File: src/logic/rc_map.svh
// register indices, field positions, reset values and timing of the remote pulse receiver
// Behaviour
// - match time is sixteen times threshold per tick
// - run bit zero stops and clears counter
// - threshold and run control resets to zero
// - read-only count capture register, reset zero
// - read-only received bits buffer, reset zero
// - read-only status register, reset zero
// - status shows receive bit counter value
// - overflow flag reads one after overflow
// - decision bit compares counter top nibble, threshold
// - status shows filtered input level
// - each measurement captures, clears, keeps counting; interrupts except in receive-end mode
// - overflow at FF interrupts, flags, clears, stops
// - writing run one clears overflow flag
// - receive-end mode shifts bits, interrupts per eight
`ifndef RC_MAP_SVH
`define RC_MAP_SVH
// register indices; byte address is four times the index
`define RC_IDX_MODE 14'h0fd0
`define RC_IDX_CTRL 14'h0fd1
`define RC_IDX_CAPT 14'h0fd2
`define RC_IDX_DBUF 14'h0fd3
`define RC_IDX_STAT 14'h0fd4
`define RC_IDX_ISTAT 14'h0fd5
`define RC_IDX_IMASK 14'h0fd6
// receive_mode_control fields
`define RC_MODE_POL 0
`define RC_MODE_EDGE 2:1
`define RC_MODE_PW 4
`define RC_MODE_MEAS 4:3
`define RC_MODE_NF 7:5
// threshold_and_run_control fields
`define RC_CTRL_RUN 0
`define RC_CTRL_THR 7:4
// interrupt edge select encodings
`define RC_EDGE_ACT 2'b00
`define RC_EDGE_INACT 2'b01
`define RC_EDGE_BOTH 2'b10
`define RC_EDGE_RXEND 2'b11
// counter and bit counter
`define RC_CNT_HI 7:4
`define RC_CNT_MAX 8'hff
`define RC_BITS_FULL 4'h8
`define RC_BITS_FIRST 4'h1
// receive counter clock is aclk divided by 64
`define RC_PRESC_LAST 6'h3f
// noise filter: stable time is 7 shifted by a per-select exponent
`define RC_NF_MUL 15'h0007
// interrupt status bits
`define RC_IRQ_RX 0
`define RC_IRQ_OVF 1
// bus answers
`define RC_RESP_OK 2'b00
`define RC_RESP_ERR 2'b10
`define RC_RD_PAD 24'h00_0000
`endif

File: src/logic/rc_pkg.sv
// state types of the remote pulse receiver
package rc_pkg;
  typedef enum logic [1:0] {
    ST_IDLE = 2'b00,
    ST_RUN = 2'b01,
    ST_OVF = 2'b10
  } run_state_e;

  typedef struct packed {
    logic lvl;
    logic [14:0] cnt;
    logic rise;
    logic fall;
  } filt_s;

  typedef struct packed {
    logic [5:0] div;
    logic tick;
  } tick_s;

  typedef struct packed {
    logic [7:0] mode;
    logic [7:0] ctrl;
    run_state_e st;
    logic [7:0] cnt;
    logic [7:0] capt;
    logic [7:0] dbuf;
    logic [3:0] bits;
    logic ovf;
    logic [1:0] istat;
    logic [1:0] imask;
    logic irq;
    logic awready;
    logic wready;
    logic aw_have;
    logic w_have;
    logic [15:0] awaddr;
    logic [7:0] wdata;
    logic wlane;
    logic bvalid;
    logic [1:0] bresp;
    logic arready;
    logic rvalid;
    logic [31:0] rdata;
    logic [1:0] rresp;
  } rc_s;
endpackage : rc_pkg

File: src/logic/rc_noise_filter.sv
// noise filter on the remote input with edge pulses of the filtered level
`timescale 1ns/10ps
`include "rc_map.svh"
module rc_noise_filter #(
  parameter int unsigned scale_shift = 0 // shortens stable times in simulation
) (
  input wire logic aclk, // system clock
  input wire logic aresetn, // synchronous reset, active low
  input wire logic sig_in, // raw remote input
  input wire logic [2:0] sel, // noise filter select, zero passes through
  output logic lvl, // filtered level
  output logic rise, // one-cycle pulse on filtered rising edge
  output logic fall // one-cycle pulse on filtered falling edge
);
  import rc_pkg::*;
  filt_s q;
  filt_s n;
  logic [3:0] ex;
  logic [14:0] limit;

  // exponent per select; longer settings reject longer glitches
  always_comb begin
    case (sel)
      3'h1: ex = 4'h2;
      3'h2: ex = 4'h5;
      3'h3: ex = 4'h6;
      3'h4: ex = 4'h7;
      3'h5: ex = 4'h8;
      3'h6: ex = 4'ha;
      3'h7: ex = 4'hb;
      default: ex = 4'h0;
    endcase
    limit = (sel == 3'h0) ? 15'h0000 : ((`RC_NF_MUL << ex) >> scale_shift);
  end

  // level follows input only after it differs for limit plus one cycles
  always_comb begin
    n = q;
    n.rise = 1'b0;
    n.fall = 1'b0;
    if (sig_in == q.lvl) begin
      n.cnt = 15'h0000;
    end else if (q.cnt >= limit) begin
      n.lvl = sig_in;
      n.cnt = 15'h0000;
      n.rise = sig_in;
      n.fall = ~sig_in;
    end else begin
      n.cnt = q.cnt + 15'h0001;
    end
  end

  always_ff @(posedge aclk) begin
    if (!aresetn) begin
      q <= '0;
    end else begin
      q <= n;
    end
  end

  assign lvl = q.lvl;
  assign rise = q.rise;
  assign fall = q.fall;
endmodule : rc_noise_filter

File: src/logic/rc_receiver.sv
// remote signal pulse receiver with axi4-lite register access
//
// The implementer's own choice: the AXI4-Lite register port.
`timescale 1ns/10ps
`include "rc_map.svh"
module rc_receiver #(
  parameter int unsigned noise_scale_shift = 0 // shortens filter times in simulation
) (
  input wire logic aclk, // system clock, 250 mhz
  input wire logic aresetn, // synchronous reset, active low
  input wire logic rc_in, // remote control receiver output
  input wire logic [15:0] awaddr, // write address
  input wire logic awvalid, // write address valid
  output logic awready, // write address ready
  input wire logic [31:0] wdata, // write data
  input wire logic [3:0] wstrb, // write byte strobes
  input wire logic wvalid, // write data valid
  output logic wready, // write data ready
  output logic [1:0] bresp, // write response
  output logic bvalid, // write response valid
  input wire logic bready, // write response ready
  input wire logic [15:0] araddr, // read address
  input wire logic arvalid, // read address valid
  output logic arready, // read address ready
  output logic [31:0] rdata, // read data
  output logic [1:0] rresp, // read response
  output logic rvalid, // read data valid
  input wire logic rready, // read data ready
  output logic irq // level interrupt, high while unmasked event pending
);
  import rc_pkg::*;

  rc_s q;
  rc_s n;
  logic tick;
  logic f_lvl;
  logic f_rise;
  logic f_fall;
  logic act;
  logic inact;
  logic meas;
  logic rxend;
  logic decide;
  logic rx_set;
  logic ov_set;
  logic wr;
  logic wr_ok;
  logic [13:0] wr_idx;
  logic [1:0] clr;
  logic [13:0] rd_idx;
  logic rd_ok;
  logic [7:0] rd_val;

  // receive counter clock
  rc_tick u_tick (
    .aclk(aclk),
    .aresetn(aresetn),
    .tick(tick)
  );

  // noise canceller and edge pulses of the filtered input
  rc_noise_filter #(
    .scale_shift(noise_scale_shift)
  ) u_filt (
    .aclk(aclk),
    .aresetn(aresetn),
    .sig_in(rc_in),
    .sel(q.mode[`RC_MODE_NF]),
    .lvl(f_lvl),
    .rise(f_rise),
    .fall(f_fall)
  );

  // edge steering; polarity only swaps edges, selection is by fields
  always_comb begin
    act = q.mode[`RC_MODE_POL] ? f_fall : f_rise;
    inact = q.mode[`RC_MODE_POL] ? f_rise : f_fall;
    rxend = (q.mode[`RC_MODE_EDGE] == `RC_EDGE_RXEND);
    case (q.mode[`RC_MODE_EDGE])
      `RC_EDGE_ACT: meas = act;
      `RC_EDGE_INACT: meas = inact;
      `RC_EDGE_BOTH: meas = act | inact;
      default: meas = act;
    endcase
  end

  // top nibble against threshold equals count against sixteen times it;
  // held low in ST_IDLE, so the decision bit reads zero out of reset and after run is written zero
  assign decide = (q.st != ST_IDLE) && (q.cnt[`RC_CNT_HI] >= q.ctrl[`RC_CTRL_THR]);

  // write decode; strobe lane 0 carries the whole 8-bit register
  assign wr = q.aw_have & q.w_have & ~q.bvalid;
  assign wr_idx = q.awaddr[15:2];
  assign wr_ok = (q.awaddr[1:0] == 2'b00) && (wr_idx >= `RC_IDX_MODE) && (wr_idx <= `RC_IDX_IMASK);

  // read decode straight from the address channel
  assign rd_idx = araddr[15:2];
  always_comb begin
    rd_ok = (araddr[1:0] == 2'b00);
    case (rd_idx)
      `RC_IDX_MODE: rd_val = q.mode;
      `RC_IDX_CTRL: rd_val = q.ctrl;
      `RC_IDX_CAPT: rd_val = q.capt;
      `RC_IDX_DBUF: rd_val = q.dbuf;
      `RC_IDX_STAT: rd_val = {q.bits, 1'b0, q.ovf, decide, f_lvl};
      `RC_IDX_ISTAT: rd_val = {6'h00, q.istat};
      `RC_IDX_IMASK: rd_val = {6'h00, q.imask};
      default: begin
        rd_val = 8'h00;
        rd_ok = 1'b0;
      end
    endcase
  end

  // next-state of the whole block
  always_comb begin
    n = q;
    rx_set = 1'b0;
    ov_set = 1'b0;
    clr = 2'b00;

    // measurement counter; edges take priority over the tick
    if (q.st == ST_RUN) begin
      if (meas) begin
        n.capt = q.cnt;
        n.cnt = 8'h00;
        if (rxend) begin
          n.dbuf = {q.dbuf[6:0], decide};
          // a new byte starts at one: this edge already shifts its first bit
          n.bits = (q.bits == `RC_BITS_FULL) ? `RC_BITS_FIRST : q.bits + 4'h1;
          rx_set = (n.bits == `RC_BITS_FULL);
        end else begin
          rx_set = 1'b1;
        end
      end else if (inact & q.mode[`RC_MODE_PW]) begin
        // pulse width mode restarts timing at the opposite edge
        n.cnt = 8'h00;
      end else if (tick) begin
        if (q.cnt == `RC_CNT_MAX) begin
          n.cnt = 8'h00;
          n.st = ST_OVF;
          n.ovf = 1'b1;
          ov_set = 1'b1;
          rx_set = 1'b1;
        end else begin
          n.cnt = q.cnt + 8'h01;
        end
      end
    end

    // address and data channels latch independently
    if (awvalid & q.awready) begin
      n.aw_have = 1'b1;
      n.awaddr = awaddr;
    end
    if (wvalid & q.wready) begin
      n.w_have = 1'b1;
      n.wdata = wdata[7:0];
      n.wlane = wstrb[0];
    end

    // register write once both halves are held
    if (wr) begin
      n.aw_have = 1'b0;
      n.w_have = 1'b0;
      n.bvalid = 1'b1;
      n.bresp = wr_ok ? `RC_RESP_OK : `RC_RESP_ERR;
      if (wr_ok & q.wlane) begin
        case (wr_idx)
          `RC_IDX_MODE: n.mode = q.wdata;
          `RC_IDX_CTRL: begin
            n.ctrl = q.wdata;
            if (!q.wdata[`RC_CTRL_RUN]) begin
              n.st = ST_IDLE;
              n.cnt = 8'h00;
            end else begin
              // overflow seen in this same cycle still wins
              n.ovf = ov_set;
              if (q.st != ST_RUN) begin
                n.st = ST_RUN;
                n.cnt = 8'h00;
              end
            end
          end
          `RC_IDX_ISTAT: clr = q.wdata[1:0];
          `RC_IDX_IMASK: n.imask = q.wdata[1:0];
          default: n.mode = q.mode;
        endcase
      end
    end
    if (q.bvalid & bready) begin
      n.bvalid = 1'b0;
    end

    // read answer one cycle after the address is taken
    if (arvalid & q.arready) begin
      n.rvalid = 1'b1;
      n.rdata = {`RC_RD_PAD, rd_val};
      n.rresp = rd_ok ? `RC_RESP_OK : `RC_RESP_ERR;
    end
    if (q.rvalid & rready) begin
      n.rvalid = 1'b0;
    end

    // readies are registered so no channel sees a combinational path
    n.awready = ~n.aw_have;
    n.wready = ~n.w_have;
    n.arready = ~n.rvalid;

    // sticky events, write one clears, a new event beats the clear
    n.istat[`RC_IRQ_RX] = (q.istat[`RC_IRQ_RX] & ~clr[`RC_IRQ_RX]) | rx_set;
    n.istat[`RC_IRQ_OVF] = (q.istat[`RC_IRQ_OVF] & ~clr[`RC_IRQ_OVF]) | ov_set;
    n.irq = |(n.istat & n.imask);
  end

  // one register for all state; reset brings every field to zero
  always_ff @(posedge aclk) begin
    if (!aresetn) begin
      q <= '0;
    end else begin
      q <= n;
    end
  end

  // outputs straight from flip-flops
  assign awready = q.awready;
  assign wready = q.wready;
  assign bresp = q.bresp;
  assign bvalid = q.bvalid;
  assign arready = q.arready;
  assign rdata = q.rdata;
  assign rresp = q.rresp;
  assign rvalid = q.rvalid;
  assign irq = q.irq;
endmodule : rc_receiver

File: src/logic/rc_tick.sv
// receive counter clock enable, one aclk pulse per prescaler wrap
`timescale 1ns/10ps
`include "rc_map.svh"
module rc_tick (
  input wire logic aclk, // system clock
  input wire logic aresetn, // synchronous reset, active low
  output logic tick // one-cycle receive counter clock pulse
);
  import rc_pkg::*;
  tick_s q;
  tick_s n;

  // free-running divider so ticks stay evenly spaced across runs
  always_comb begin
    n = q;
    n.div = q.div + 6'h01;
    n.tick = (q.div == `RC_PRESC_LAST);
  end

  always_ff @(posedge aclk) begin
    if (!aresetn) begin
      q <= '0;
    end else begin
      q <= n;
    end
  end

  assign tick = q.tick;
endmodule : rc_tick

File: config.mk
export PLATFORM = sky130hd
export DESIGN_NAME = rc_receiver
export DESIGN_NICKNAME = d
export VERILOG_FILES = /design/src/logic/rc_pkg.sv /design/src/logic/rc_noise_filter.sv /design/src/logic/rc_receiver.sv /design/src/logic/rc_tick.sv
export VERILOG_INCLUDE_DIRS = /design/src /design/src/logic
export SDC_FILE = /design/constraint.sdc
export NUM_CORES = 1
export LEC_CHECK = 0
export BUFFER_PORTS_ARGS = -buffer_cell sky130_fd_sc_hd__buf_4
export CAP_MARGIN = 40
export CORE_MARGIN = 2
export CORE_UTILIZATION = 25
export DETAILED_ROUTE_END_ITERATION = 7
export HOLD_SLACK_MARGIN = 0.06
export PLACE_DENSITY_LB_ADDON = 0.08
export SLEW_MARGIN = 5
export SYNTH_ARGS = -nofsm -noshare
export SYNTH_HDL_FRONTEND = slang
export SYNTH_HIERARCHICAL = 1
export SYNTH_SLANG_ARGS = --single-unit
File: constraint.sdc
create_clock -name aclk -period 4.47 [get_ports aclk]
set_input_delay 0.2235 -clock aclk [delete_from_list [all_inputs] [get_ports aclk]]
set_output_delay 0.2235 -clock aclk [all_outputs]
set_load 0.02 [all_outputs]
==> results.sh, run 1 <==
export IMPL_h_tree_depth=4
export IMPL_io_pin_count=118
export IMPL_critPathLaunch="q[118]$_SDFFE_PN0P_"
export IMPL_die_y_um=159.1
export IMPL_antenna_found_initial=0
export IMPL_gp_congestion=0.7716
export IMPL_fmax_ghz=0.3496
export IMPL_r2r_end="u_filt/q[13]$_SDFF_PP0_"
export IMPL_nets=875
export IMPL_period_minus_slack_ns=2.860
export IMPL_grt_pass1_wl_mm=25.63
export IMPL_ys_top_cells_by_area="dfxtp_1 (40%), nand2_1 (7.1%), ha_1 (5.6%)"
export IMPL_hp_class="input pin to register"
export IMPL_areaGrowthSynthToFinish_pct=22.94
export IMPL_synth_most_common_cell="dfxtp_1"
export IMPL_final_cell_area_um2=7396
export IMPL_synthTopCellsByCount="dfxtp_1 (119), nand2_1 (114), a21oi_1 (60)"
export IMPL_power_frac_seq_pct=42.7
export IMPL_whs_ns=0.08542
export IMPL_drive_gt1_share_pct=17.45
export IMPL_power_density_nw_per_um2=349.6
export IMPL_vias_per_cell=4.499
export IMPL_synth_area_um2=6016
export IMPL_grt_setup_unrepaired="false"
export IMPL_path_class="register to register"
export IMPL_critPathSlowestCell="nand4_2"
export IMPL_place_area_um2=6636
export IMPL_gr_usage_all_layers_pct=12.76
export IMPL_fp_coreArea_um2=23540
export IMPL_setup_viol=0
export IMPL_synth_edff_count=0
export IMPL_cts_tree="built"
export IMPL_cts_resized=0
export IMPL_die_w_um=159.1
export IMPL_grt_ovfl_total=0
export IMPL_period_share_pct=63.99
export IMPL_diodes=0
export IMPL_finalMaxSlewViolations=0
export IMPL_skew_ns=0.01082
export IMPL_io_buffer_count=64
export IMPL_fin_util_pct=31.41
export IMPL_vias=4967
export IMPL_hold_viol_final=0
export IMPL_comb_power_share_pct=6.8
export IMPL_clk_pin_slew_ns=0.05
export IMPL_cp_cell_sequence="nor2b_1, a21boi_0, ha_1, a21oi_1, o21ai_1, a211oi_2, nand4_2, and2b_2"
export IMPL_post_drt_wl_per_cell_um=14.61
export IMPL_async_flop_share_pct=0
export IMPL_cts_root_buf="clkbuf_16"
export IMPL_die_area_um2=25320
export IMPL_critPathMaxStageDelay_ns=0.55
export IMPL_outcome="finished clean"
export IMPL_insertion_delay_ns=0.41
export IMPL_ys_seq_elements=119
export IMPL_drt_first_pass_iters=5
export IMPL_yosys_warnings=6
export IMPL_drt_wl_total_mm=16.13
export IMPL_yosysTopAreaCell="dfxtp_1"
export IMPL_numCtsBuffers=17
export IMPL_path_max_fanout=15
export IMPL_r2r_slack_ns=1.61
export IMPL_dp_hpwl_mm=11.98
export IMPL_cp_required_ns=4.83
export IMPL_worst_pin_slew_ns=0.7780
export IMPL_fin_setup_tns_ns=0
export IMPL_ys_flop_type="dfxtp_1"
export IMPL_fillCellCount=2503
export IMPL_endpoint_kind="register"
export IMPL_start_kind="register"
export IMPL_crit_end="u_filt/q[13]$_SDFF_PP0_"
export IMPL_synth_cells=701
export IMPL_rr_startpoint="q[118]$_SDFFE_PN0P_"
export IMPL_drtAntennaViolNets=0
export IMPL_fp_row_count=56
export IMPL_cts_sinks=119
export IMPL_route_detailed_drc=0
export IMPL_grt_pass1_vias=4842
export IMPL_initial_core_util_pct=25.55
export IMPL_maxSlewHeadroom_pct=48.06
export IMPL_worstPathArrival_ns=3.22
export IMPL_drt_iter0_markers=188
export IMPL_synth_top_cell_area_share_pct=39.60
export IMPL_ys_seq_area_share_pct=39.60
export IMPL_drv_cap=0
export IMPL_ir_worst_vdd_mv=0.1997
export IMPL_clk_path_buf_depth=2
export IMPL_r2r_cells=8
export IMPL_synth_cell_types=69
export IMPL_power_uw=2586
export IMPL_grt_max_degree=41
export IMPL_leakage_uw=0.002800
export IMPL_avgSynthCellArea_um2=8.582
export IMPL_internal_power_uw=1985
export IMPL_p_sw_share_pct=23.21
export IMPL_p_sw_uw=600.1
export IMPL_clock_power_share_pct=50.5
==> through the flow <==
stage	cells	setup slack [ns]
finish	1104	1.610
floorplan	727	2.373
detailed placement	1052	1.607
global placement	1052	1.697
global route	1104	1.400
CTS	1104	1.603
==> sequential cells by signal (all words and copies together), names as in the netlist <==
| register | cells |
|---|---|
| q | 78 |
| u_filt/q | 15 |
| rdata | 8 |
| u_tick/q | 6 |
| arready | 1 |
| awready | 1 |
| bresp | 1 |
| bvalid | 1 |
| irq | 1 |
| rresp | 1 |
| rvalid | 1 |
| u_filt/fall | 1 |
| u_filt/lvl | 1 |
| u_filt/rise | 1 |
| u_tick/tick | 1 |
| wready | 1 |
==> logic make-up after synthesis <==
logic type,synth area share [%]
buffers and inverters,7.654
adder cells (fa/ha/maj),5.616
AND/OR/NAND/NOR,23.69
AO/OA/AOI/OAI,13.77
other,0.1248
flip-flops,39.60
multiplexers,6.780
XOR/XNOR,2.766
==> critical path: cells and delay by family, from the launching register on <==
kind,cells,cell delay (ns)
AOI/OAI and AO/OA,4,0.70
adders and majority gates,1,0.33
DFF,1,0.49
and+or+nand+nor,3,1.31
==> cell usage in the layout (no fill, tap or decap), types with 4 or more instances in the layout <==
cell and instances:
mux2_2 8, nor2_2 11, nor3_1 4, o21ai_1 8, dfxtp_1 119, clkbuf_16 17, o21ai_0 17, a31oi_1 5
nand4_1 10, xor2_1 9, mux2i_1 25, dlygate4sd3_1 20, nor4_1 5, and3_1 4, and2_1 9, inv_1 21
a22oi_1 5, buf_4 66, a21oi_1 60, a22o_1 8, nand2b_1 11, ha_1 27, clkbuf_1 5, nor2_1 57
nor2b_1 5, nand3_1 22, o31ai_1 4, or3_1 4, nand2_1 114, clkinv_2 5, conb_1 28, xnor2_1 10
==> worst min path at each step <==
stage,from,end,slack [ns],depth (start not counted)
after CTS,wdata[5],q[45]$_SDFFE_PN0P_,0.07,3
after floorplan,aresetn,u_tick/q[3]$_SDFF_PN0_,0.35,1
after global placement,q[57]$_SDFFE_PN0P_,q[57]$_SDFFE_PN0P_,0.44,2
after global routing,wdata[5],q[45]$_SDFFE_PN0P_,0.07,3
after detailed placement,q[58]$_SDFFE_PN0P_,q[58]$_SDFFE_PN0P_,0.45,2
final,wdata[5],q[45]$_SDFFE_PN0P_,0.09,3
==> power groups by stage <==
stage          Sequential [µW]  Combinational, µW  Clock [µW]
4_1_cts                   1100                177        1350
3_3_place_gp              1130                161           0
5_1_grt                   1110                194        1400
2_1_floorplan             1120                116           0
6_report                  1100                175        1310
3_5_place_dp              1130                163           0
==> per-layer routing <==
layer / track usage [%] / wire (µm)
met1: 16.61 / 7932
met3: 3.074 / 590
met2: 20.69 / 7468
met4: 4.421 / 133
met5: 0 / 0
==> final cells by class <==
cell class / instances / area, µm² / share of cell area, %
inverter: 22 / 82.58 / 1.117
tap: 319 / 399.1 / 5.397
sequential: 119 / 2382 / 32.21
timing repair buffer: 86 / 695.7 / 9.406
clock buffer: 23 / 457.9 / 6.192
multi-input combinational: 526 / 3277 / 44.31
clock inverter: 9 / 101.3 / 1.370
==> what timing repair did <==
| item | in CTS | in global routing |
|---|---|---|
| hold buffers | 20 | 0 |
| hold endpoints to repair | 20 | 0 |
| buffers inserted | 0 | 0 |
Power figures use the tool's default switching activity.
==> run 2, diff against run 1 <==
--- a/config.mk
+++ b/config.mk
@@ -6,6 +6,7 @@
 export SDC_FILE = /design/constraint.sdc
 export NUM_CORES = 1
 export LEC_CHECK = 0
+export ABC_AREA = 1
 export BUFFER_PORTS_ARGS = -buffer_cell sky130_fd_sc_hd__buf_4
 export CAP_MARGIN = 40
 export CORE_MARGIN = 2
==> constraint.sdc (replaced) <==
create_clock -name aclk -period 2.6 [get_ports aclk]
set_input_delay 0.13 -clock aclk [delete_from_list [all_inputs] [get_ports aclk]]
set_output_delay 0.13 -clock aclk [all_outputs]
set_load 0.02 [all_outputs]
==> results.sh, run 2 <==
export IMPL_outcome="finished clean"
export IMPL_grt_pass1_wl_mm=28.72
export IMPL_io_buffer_count=64
export IMPL_leakage_uw=0.003425
export IMPL_drive_gt1_share_pct=13.84
export IMPL_period_minus_slack_ns=2.136
export IMPL_vias=5782
export IMPL_start_kind="register"
export IMPL_cp_cell_sequence="inv_1, nand2_1, nand2_1, o21ai_0, ha_1, nand2_1, nand2_1, nand2_1, nand2_1, nand2_1, inv_1, nor2_4, nand4_4, nor2_1"
export IMPL_cp_common_cell="nand2_1"
export IMPL_yosysTopAreaCell="dfxtp_1"
export IMPL_place_worst_setup_slack_ns=0.4242
export IMPL_drt_iter0_markers=280
export IMPL_hp_class="input pin to register"
export IMPL_ys_top_cells_by_area="dfxtp_1 (37%), nor2_1 (8.6%), nand2_1 (8.3%)"
export IMPL_drt_wl_total_mm=17.88
export IMPL_endpoint_kind="register"
export IMPL_grt_ovfl_total=0
export IMPL_period_share_pct=82.17
export IMPL_fmax_ghz=0.4681
export IMPL_synth_top_cell_area_share_pct=37.26
export IMPL_h_tree_depth=4
export IMPL_fillCellCount=2782
export IMPL_initial_core_util_pct=25.39
export IMPL_die_area_um2=26870
export IMPL_diodes=0
export IMPL_synth_edff_count=0
export IMPL_multi_input_area_um2=3342
export IMPL_worstPathArrival_ns=2.48
export IMPL_cts_sinks=119
export IMPL_largest_reg_flops=78
export IMPL_drtAntennaViolNets=0
export IMPL_clk_path_buf_depth=2
export IMPL_die_w_um=163.9
export IMPL_cts_root_buf="clkbuf_16"
export IMPL_grt_max_degree=39
export IMPL_ys_seq_area_share_pct=37.26
export IMPL_finalMaxSlewViolations=0
export IMPL_power_density_nw_per_um2=602.2
export IMPL_grt_setup_unrepaired="false"
export IMPL_critPathSlowestCell="dfxtp_1"
export IMPL_route_detailed_drc=0
export IMPL_ys_seq_elements=119
export IMPL_cp_required_ns=2.94
export IMPL_avgSynthCellArea_um2=6.972
export IMPL_fin_setup_tns_ns=0
export IMPL_synth_area_um2=6394
export IMPL_synth_cells=917
export IMPL_critPathMaxStageDelay_ns=0.33
export IMPL_synthTopCellsByCount="nor2_1 (146), nand2_1 (142), dfxtp_1 (119)"
export IMPL_setup_viol=0
export IMPL_layout_common_cells="nor2_1 (146), nand2_1 (142), dfxtp_1 (119)"
export IMPL_fin_util_pct=31.93
export IMPL_dp_hpwl_mm=13.58
export IMPL_post_drt_wl_per_cell_um=13.19
export IMPL_async_flop_share_pct=0
export IMPL_path_max_fanout=15
export IMPL_insertion_delay_ns=0.42
export IMPL_skew_ns=0.01282
export IMPL_drt_first_pass_iters=4
export IMPL_numCtsBuffers=17
export IMPL_regArea_um2=2382
export IMPL_max_flop_register="q"
export IMPL_fin_ws_ns=0.4635
export IMPL_cts_tree="built"
export IMPL_clk_pin_slew_ns=0.06
export IMPL_maxSlewHeadroom_pct=50.59
export IMPL_antenna_found_initial=0
export IMPL_synth_most_common_cell="nor2_1"
export IMPL_fp_row_count=58
export IMPL_whs_ns=0.08065
export IMPL_ir_worst_vdd_mv=0.2603
export IMPL_drv_cap=0
export IMPL_ys_flop_type="dfxtp_1"
export IMPL_synth_cell_types=40
export IMPL_gp_congestion=0.7595
export IMPL_nets=1116
export IMPL_hold_viol_final=0
export IMPL_grt_pass1_vias=5438
export IMPL_vias_per_cell=4.264
export IMPL_path_class="register to register"
export IMPL_worst_pin_slew_ns=0.7366
export IMPL_io_pin_count=118
export IMPL_areaGrowthSynthToFinish_pct=25.77
export IMPL_fp_coreArea_um2=25180
export IMPL_yosys_warnings=6
export IMPL_final_common_cell="nor2_1"
export IMPL_gr_usage_all_layers_pct=13.80
export IMPL_die_y_um=163.9
[run 2: cell types whose count changed in the layout (fill, tap and decap cells not counted), moves of 13 or more]
| cell | previous run | this run |
|---|---|---|
| nor2_1 | 57 | 146 |
| o21ai_0 | 17 | 75 |
| mux2i_1 | 25 | 0 |
| a21oi_1 | 60 | 73 |
| nand2_1 | 114 | 142 |
| inv_1 | 21 | 101 |
| nand3_1 | 22 | 76 |
| nor3_1 | 4 | 24 |
[run 2: cells by family (layout without fill, tap and decap cells)]
| kind of cell | after synthesis | after routing | share of synthesized area (%) |
|---|---|---|---|
| fa+ha+maj | 27 | 27 | 5.284 |
| compound gates | 159 | 159 | 13.09 |
| simple gates | 431 | 431 | 30.06 |
| flops | 119 | 119 | 37.26 |
| xor+xnor | 16 | 16 | 2.192 |
| buf+inv | 163 | 246 | 12.00 |
| other cells | 2 | 28 | 0.1175 |
[run 2: final timing paths]
path | cells past startpoint | endpoint | slack (ns) | start
max | 14 | u_filt/q[4]$_SDFF_PP0_ | 0.46 | q[119]$_SDFFE_PN0P_
min | 4 | rvalid$_SDFF_PN0_ | 0.08 | rready
max reg2reg | 14 | u_filt/q[4]$_SDFF_PP0_ | 0.46 | q[119]$_SDFFE_PN0P_
min reg2reg | 2 | u_tick/tick$_SDFF_PN0_ | 0.45 | u_tick/q[6]$_SDFF_PN0_
[run 2: per-stage QoR]
| stage | instances | total power, µW | area (µm²) |
|---|---|---|---|
| floorplan | 943 | 2178 | 6491 |
| global placement | 1296 | 2284 | 7121 |
| detailed placement | 1296 | 2283 | 7121 |
| CTS | 1356 | 4921 | 8041 |
| global route | 1356 | 5054 | 8041 |
| finish | 1356 | 4842 | 8041 |
[run 2: critical path: cells and delay by family, from the launching register on]
kind                     cells  cell delay, ns
AO/OA/AOI/OAI                1            0.11
flip-flops                   1            0.33
AND/OR/NAND/NOR             10            1.08
buffers and inverters        2            0.22
adder cells (fa/ha/maj)      1            0.31
[run 2: power breakdown]
| part | internal, µW | leakage [µW] | total (µW) | switching [µW] |
|---|---|---|---|---|
| clock | 1680 | 0.000306 | 2570 | 891 |
| sequential | 1870 | 0.000965 | 1910 | 36.6 |
| combinational | 146 | 0.00215 | 360 | 214 |
[run 2: per-layer routing]
layer,part of all wire [%],track usage [%],vias up
li1,-,-,3101
met1,52,19.15,2597
met2,44,21.60,78
met3,2.4,2.475,6
met4,0.86,4.545,0
met5,0,0,-
[run 2: what timing repair did]
action / 4_1_cts / 5_1_grt
hold endpoints to repair: 29 / 0
hold buffers: 28 / 0
setup buffers: 0 / 0
gates resized for setup: 0 / 0
[run 2: area by class of cell]
type | count | share of cell area (%)
Timing Repair Buffer | 104 | 10.58
Clock buffer | 21 | 5.850
Clock inverter | 11 | 2.116
Tap cell | 330 | 5.135
Sequential cell | 119 | 29.62
Inverter | 110 | 5.135
Multi-Input combinational cell | 661 | 41.56
==> run 3, diff against run 2 <==
--- a/config.mk
+++ b/config.mk
@@ -6,7 +6,7 @@
 export SDC_FILE = /design/constraint.sdc
 export NUM_CORES = 1
 export LEC_CHECK = 0
-export ABC_AREA = 1
+export ABC_AREA = 0
 export BUFFER_PORTS_ARGS = -buffer_cell sky130_fd_sc_hd__buf_4
 export CAP_MARGIN = 40
 export CORE_MARGIN = 2
==> constraint.sdc (replaced) <==
create_clock -name aclk -period 2.2 [get_ports aclk]
set_input_delay 0.11 -clock aclk [delete_from_list [all_inputs] [get_ports aclk]]
set_output_delay 0.11 -clock aclk [all_outputs]
set_load 0.02 [all_outputs]
==> results.sh, run 3 (synthesized netlist as in run 1, its figures left out) <==
export IMPL_stdcell_count=1158
export IMPL_fillCellCount=2469
export IMPL_r2r_cells=8
export IMPL_numCtsBuffers=17
export IMPL_cts_sinks=119
export IMPL_min_from="arvalid"
export IMPL_initial_core_util_pct=25.55
export IMPL_fin_ws_ns=0.06151
export IMPL_outcome="finished clean"
export IMPL_cts_root_buf="clkbuf_16"
export IMPL_maxSlewHeadroom_pct=61.27
export IMPL_cp_cell_sequence="inv_2, ha_4, nor2b_4, o21a_2, o31ai_4, nor3_4, a21o_1, mux2_4"
export IMPL_place_worst_setup_slack_ns=-0.006094
export IMPL_cts_tree="built"
export IMPL_final_common_cell="dfxtp_1"
export IMPL_die_y_um=159.1
export IMPL_power_density_nw_per_um2=696.5
export IMPL_r2r_end="q[94]$_SDFF_PN0_"
export IMPL_leakage_uw=0.003150
export IMPL_gp_congestion=0.7635
export IMPL_critPathMaxStageDelay_ns=0.52
export IMPL_ir_worst_vdd_mv=0.4237
export IMPL_clk_pin_slew_ns=0.06
export IMPL_power_uw=5676
export IMPL_cp_required_ns=2.51
export IMPL_die_area_um2=25320
export IMPL_crit_family="compound AO/OA/AOI/OAI gates"
export IMPL_whs_ns=0.1038
export IMPL_largest_reg_flops=78
export IMPL_grt_pass1_wl_mm=26.77
export IMPL_dp_hpwl_mm=12.47
export IMPL_endpoint_kind="register"
export IMPL_setup_viol=0
export IMPL_drt_iter0_markers=199
export IMPL_vias_per_cell=4.497
export IMPL_path_max_fanout=6
export IMPL_fin_setup_tns_ns=0
export IMPL_antenna_found_initial=0
export IMPL_vias=5208
export IMPL_worstPathArrival_ns=2.45
export IMPL_grt_max_degree=43
export IMPL_min_delay_path_depth=4
export IMPL_route_detailed_drc=0
export IMPL_fmax_ghz=0.4676
export IMPL_io_buffer_count=64
export IMPL_max_flop_register="q"
export IMPL_path_class="register to register"
export IMPL_drv_cap=0
export IMPL_drtAntennaViolNets=0
export IMPL_hold_end="arready$_SDFF_PN0_"
export IMPL_gr_usage_all_layers_pct=13.30
export IMPL_period_minus_slack_ns=2.138
export IMPL_insertion_delay_ns=0.42
export IMPL_io_pin_count=118
export IMPL_skew_ns=0.01010
export IMPL_multi_input_area_um2=3457
export IMPL_post_drt_wl_per_cell_um=14.57
export IMPL_areaGrowthSynthToFinish_pct=35.48
export IMPL_fp_row_count=56
export IMPL_finalMaxSlewViolations=0
export IMPL_grt_ovfl_total=0
export IMPL_drive_gt1_share_pct=24.79
export IMPL_start_kind="register"
export IMPL_drt_first_pass_iters=4
export IMPL_cp_num_buf_inv=1
export IMPL_placed_cells=1087
export IMPL_nets=929
export IMPL_die_w_um=159.1
export IMPL_period_share_pct=97.20
export IMPL_regArea_um2=2394
export IMPL_h_tree_depth=4
export IMPL_critPathSlowestCell="o31ai_4"
export IMPL_drt_wl_total_mm=16.88
export IMPL_layout_common_cells="dfxtp_1 (114), nand2_1 (112), buf_4 (102)"
export IMPL_r2r_slack_ns=0.06
export IMPL_hold_viol_final=0
export IMPL_worst_pin_slew_ns=0.5809
export IMPL_grt_pass1_vias=5065
export IMPL_hp_class="input pin to register"
export IMPL_rr_startpoint="q[113]$_SDFFE_PN0P_"
export IMPL_fp_coreArea_um2=23540
export IMPL_clk_path_buf_depth=2
export IMPL_diodes=0
-- run 3: cell types whose count changed in the layout (fill, tap and decap cells not counted), sizes merged, moves of 11 or more --
cell	previous run	this run
nor2	163	69
nand2b	0	11
a21oi	74	61
inv	108	24
buf	76	107
nor3	27	7
nand3	76	23
nand2	146	114
o21ai	78	25
mux2i	0	25
-- run 3: worst max-delay path by stage --
stage,startpoint,end,cells after the start
after floorplan,q[113]$_SDFFE_PN0P_,q[93]$_SDFFE_PN0P_,9
after detailed placement,q[118]$_SDFFE_PN0P_,u_filt/q[6]$_SDFF_PP0_,10
after CTS,q[118]$_SDFFE_PN0P_,u_filt/q[6]$_SDFF_PP0_,10
after global routing,q[114]$_SDFFE_PN0P_,q[98]$_SDFF_PN0_,10
final,q[113]$_SDFFE_PN0P_,q[94]$_SDFF_PN0_,8
after global placement,q[118]$_SDFFE_PN0P_,u_filt/q[7]$_SDFF_PP0_,10
-- run 3: final cells by class --
class | instances | share of cell area (%)
Tap cell | 319 | 4.897
Sequential cell | 119 | 29.37
Clock buffer | 18 | 5.388
Multi-Input combinational cell | 526 | 42.42
Clock inverter | 14 | 2.441
Timing Repair Buffer | 140 | 14.48
Inverter | 22 | 1.013
-- run 3: through the flow --
stage / util, % / area, µm²
6_report: 34.62 / 8150
5_1_grt: 34.62 / 8150
4_1_cts: 33.49 / 7884
3_5_place_dp: 29.36 / 6912
3_3_place_gp: 29.36 / 6912
2_1_floorplan: - / 6113
-- run 3: report_power, final --
part,internal [µW],leakage (µW),switching [µW]
logic,189,0.00188,227
registers,2200,0.000967,44.2
clock network,1930,0.000299,1090
-- run 3: repair_timing --
item	CTS	global route
pin swaps	1	16
gates cloned	0	1
resized for setup	2	47
hold buffers	32	0
hold endpoints to repair	37	0
endpoints found under the setup margin	9	46
buffers inserted	0	6
-- run 3: worst min-delay path: stages --
cell and delay (ns):
buf_4 0.13, nand2_1 0.09, mux2i_1 0.08, nor2_1 0.08
-- run 3: layer usage --
layer	wire length, µm	part of all wire (%)	GRT usage, %
met1	7834	46	16.65
met2	7965	47	22.11
met3	771	4.6	3.386
met4	304	1.8	4.876
met5	0	0	0
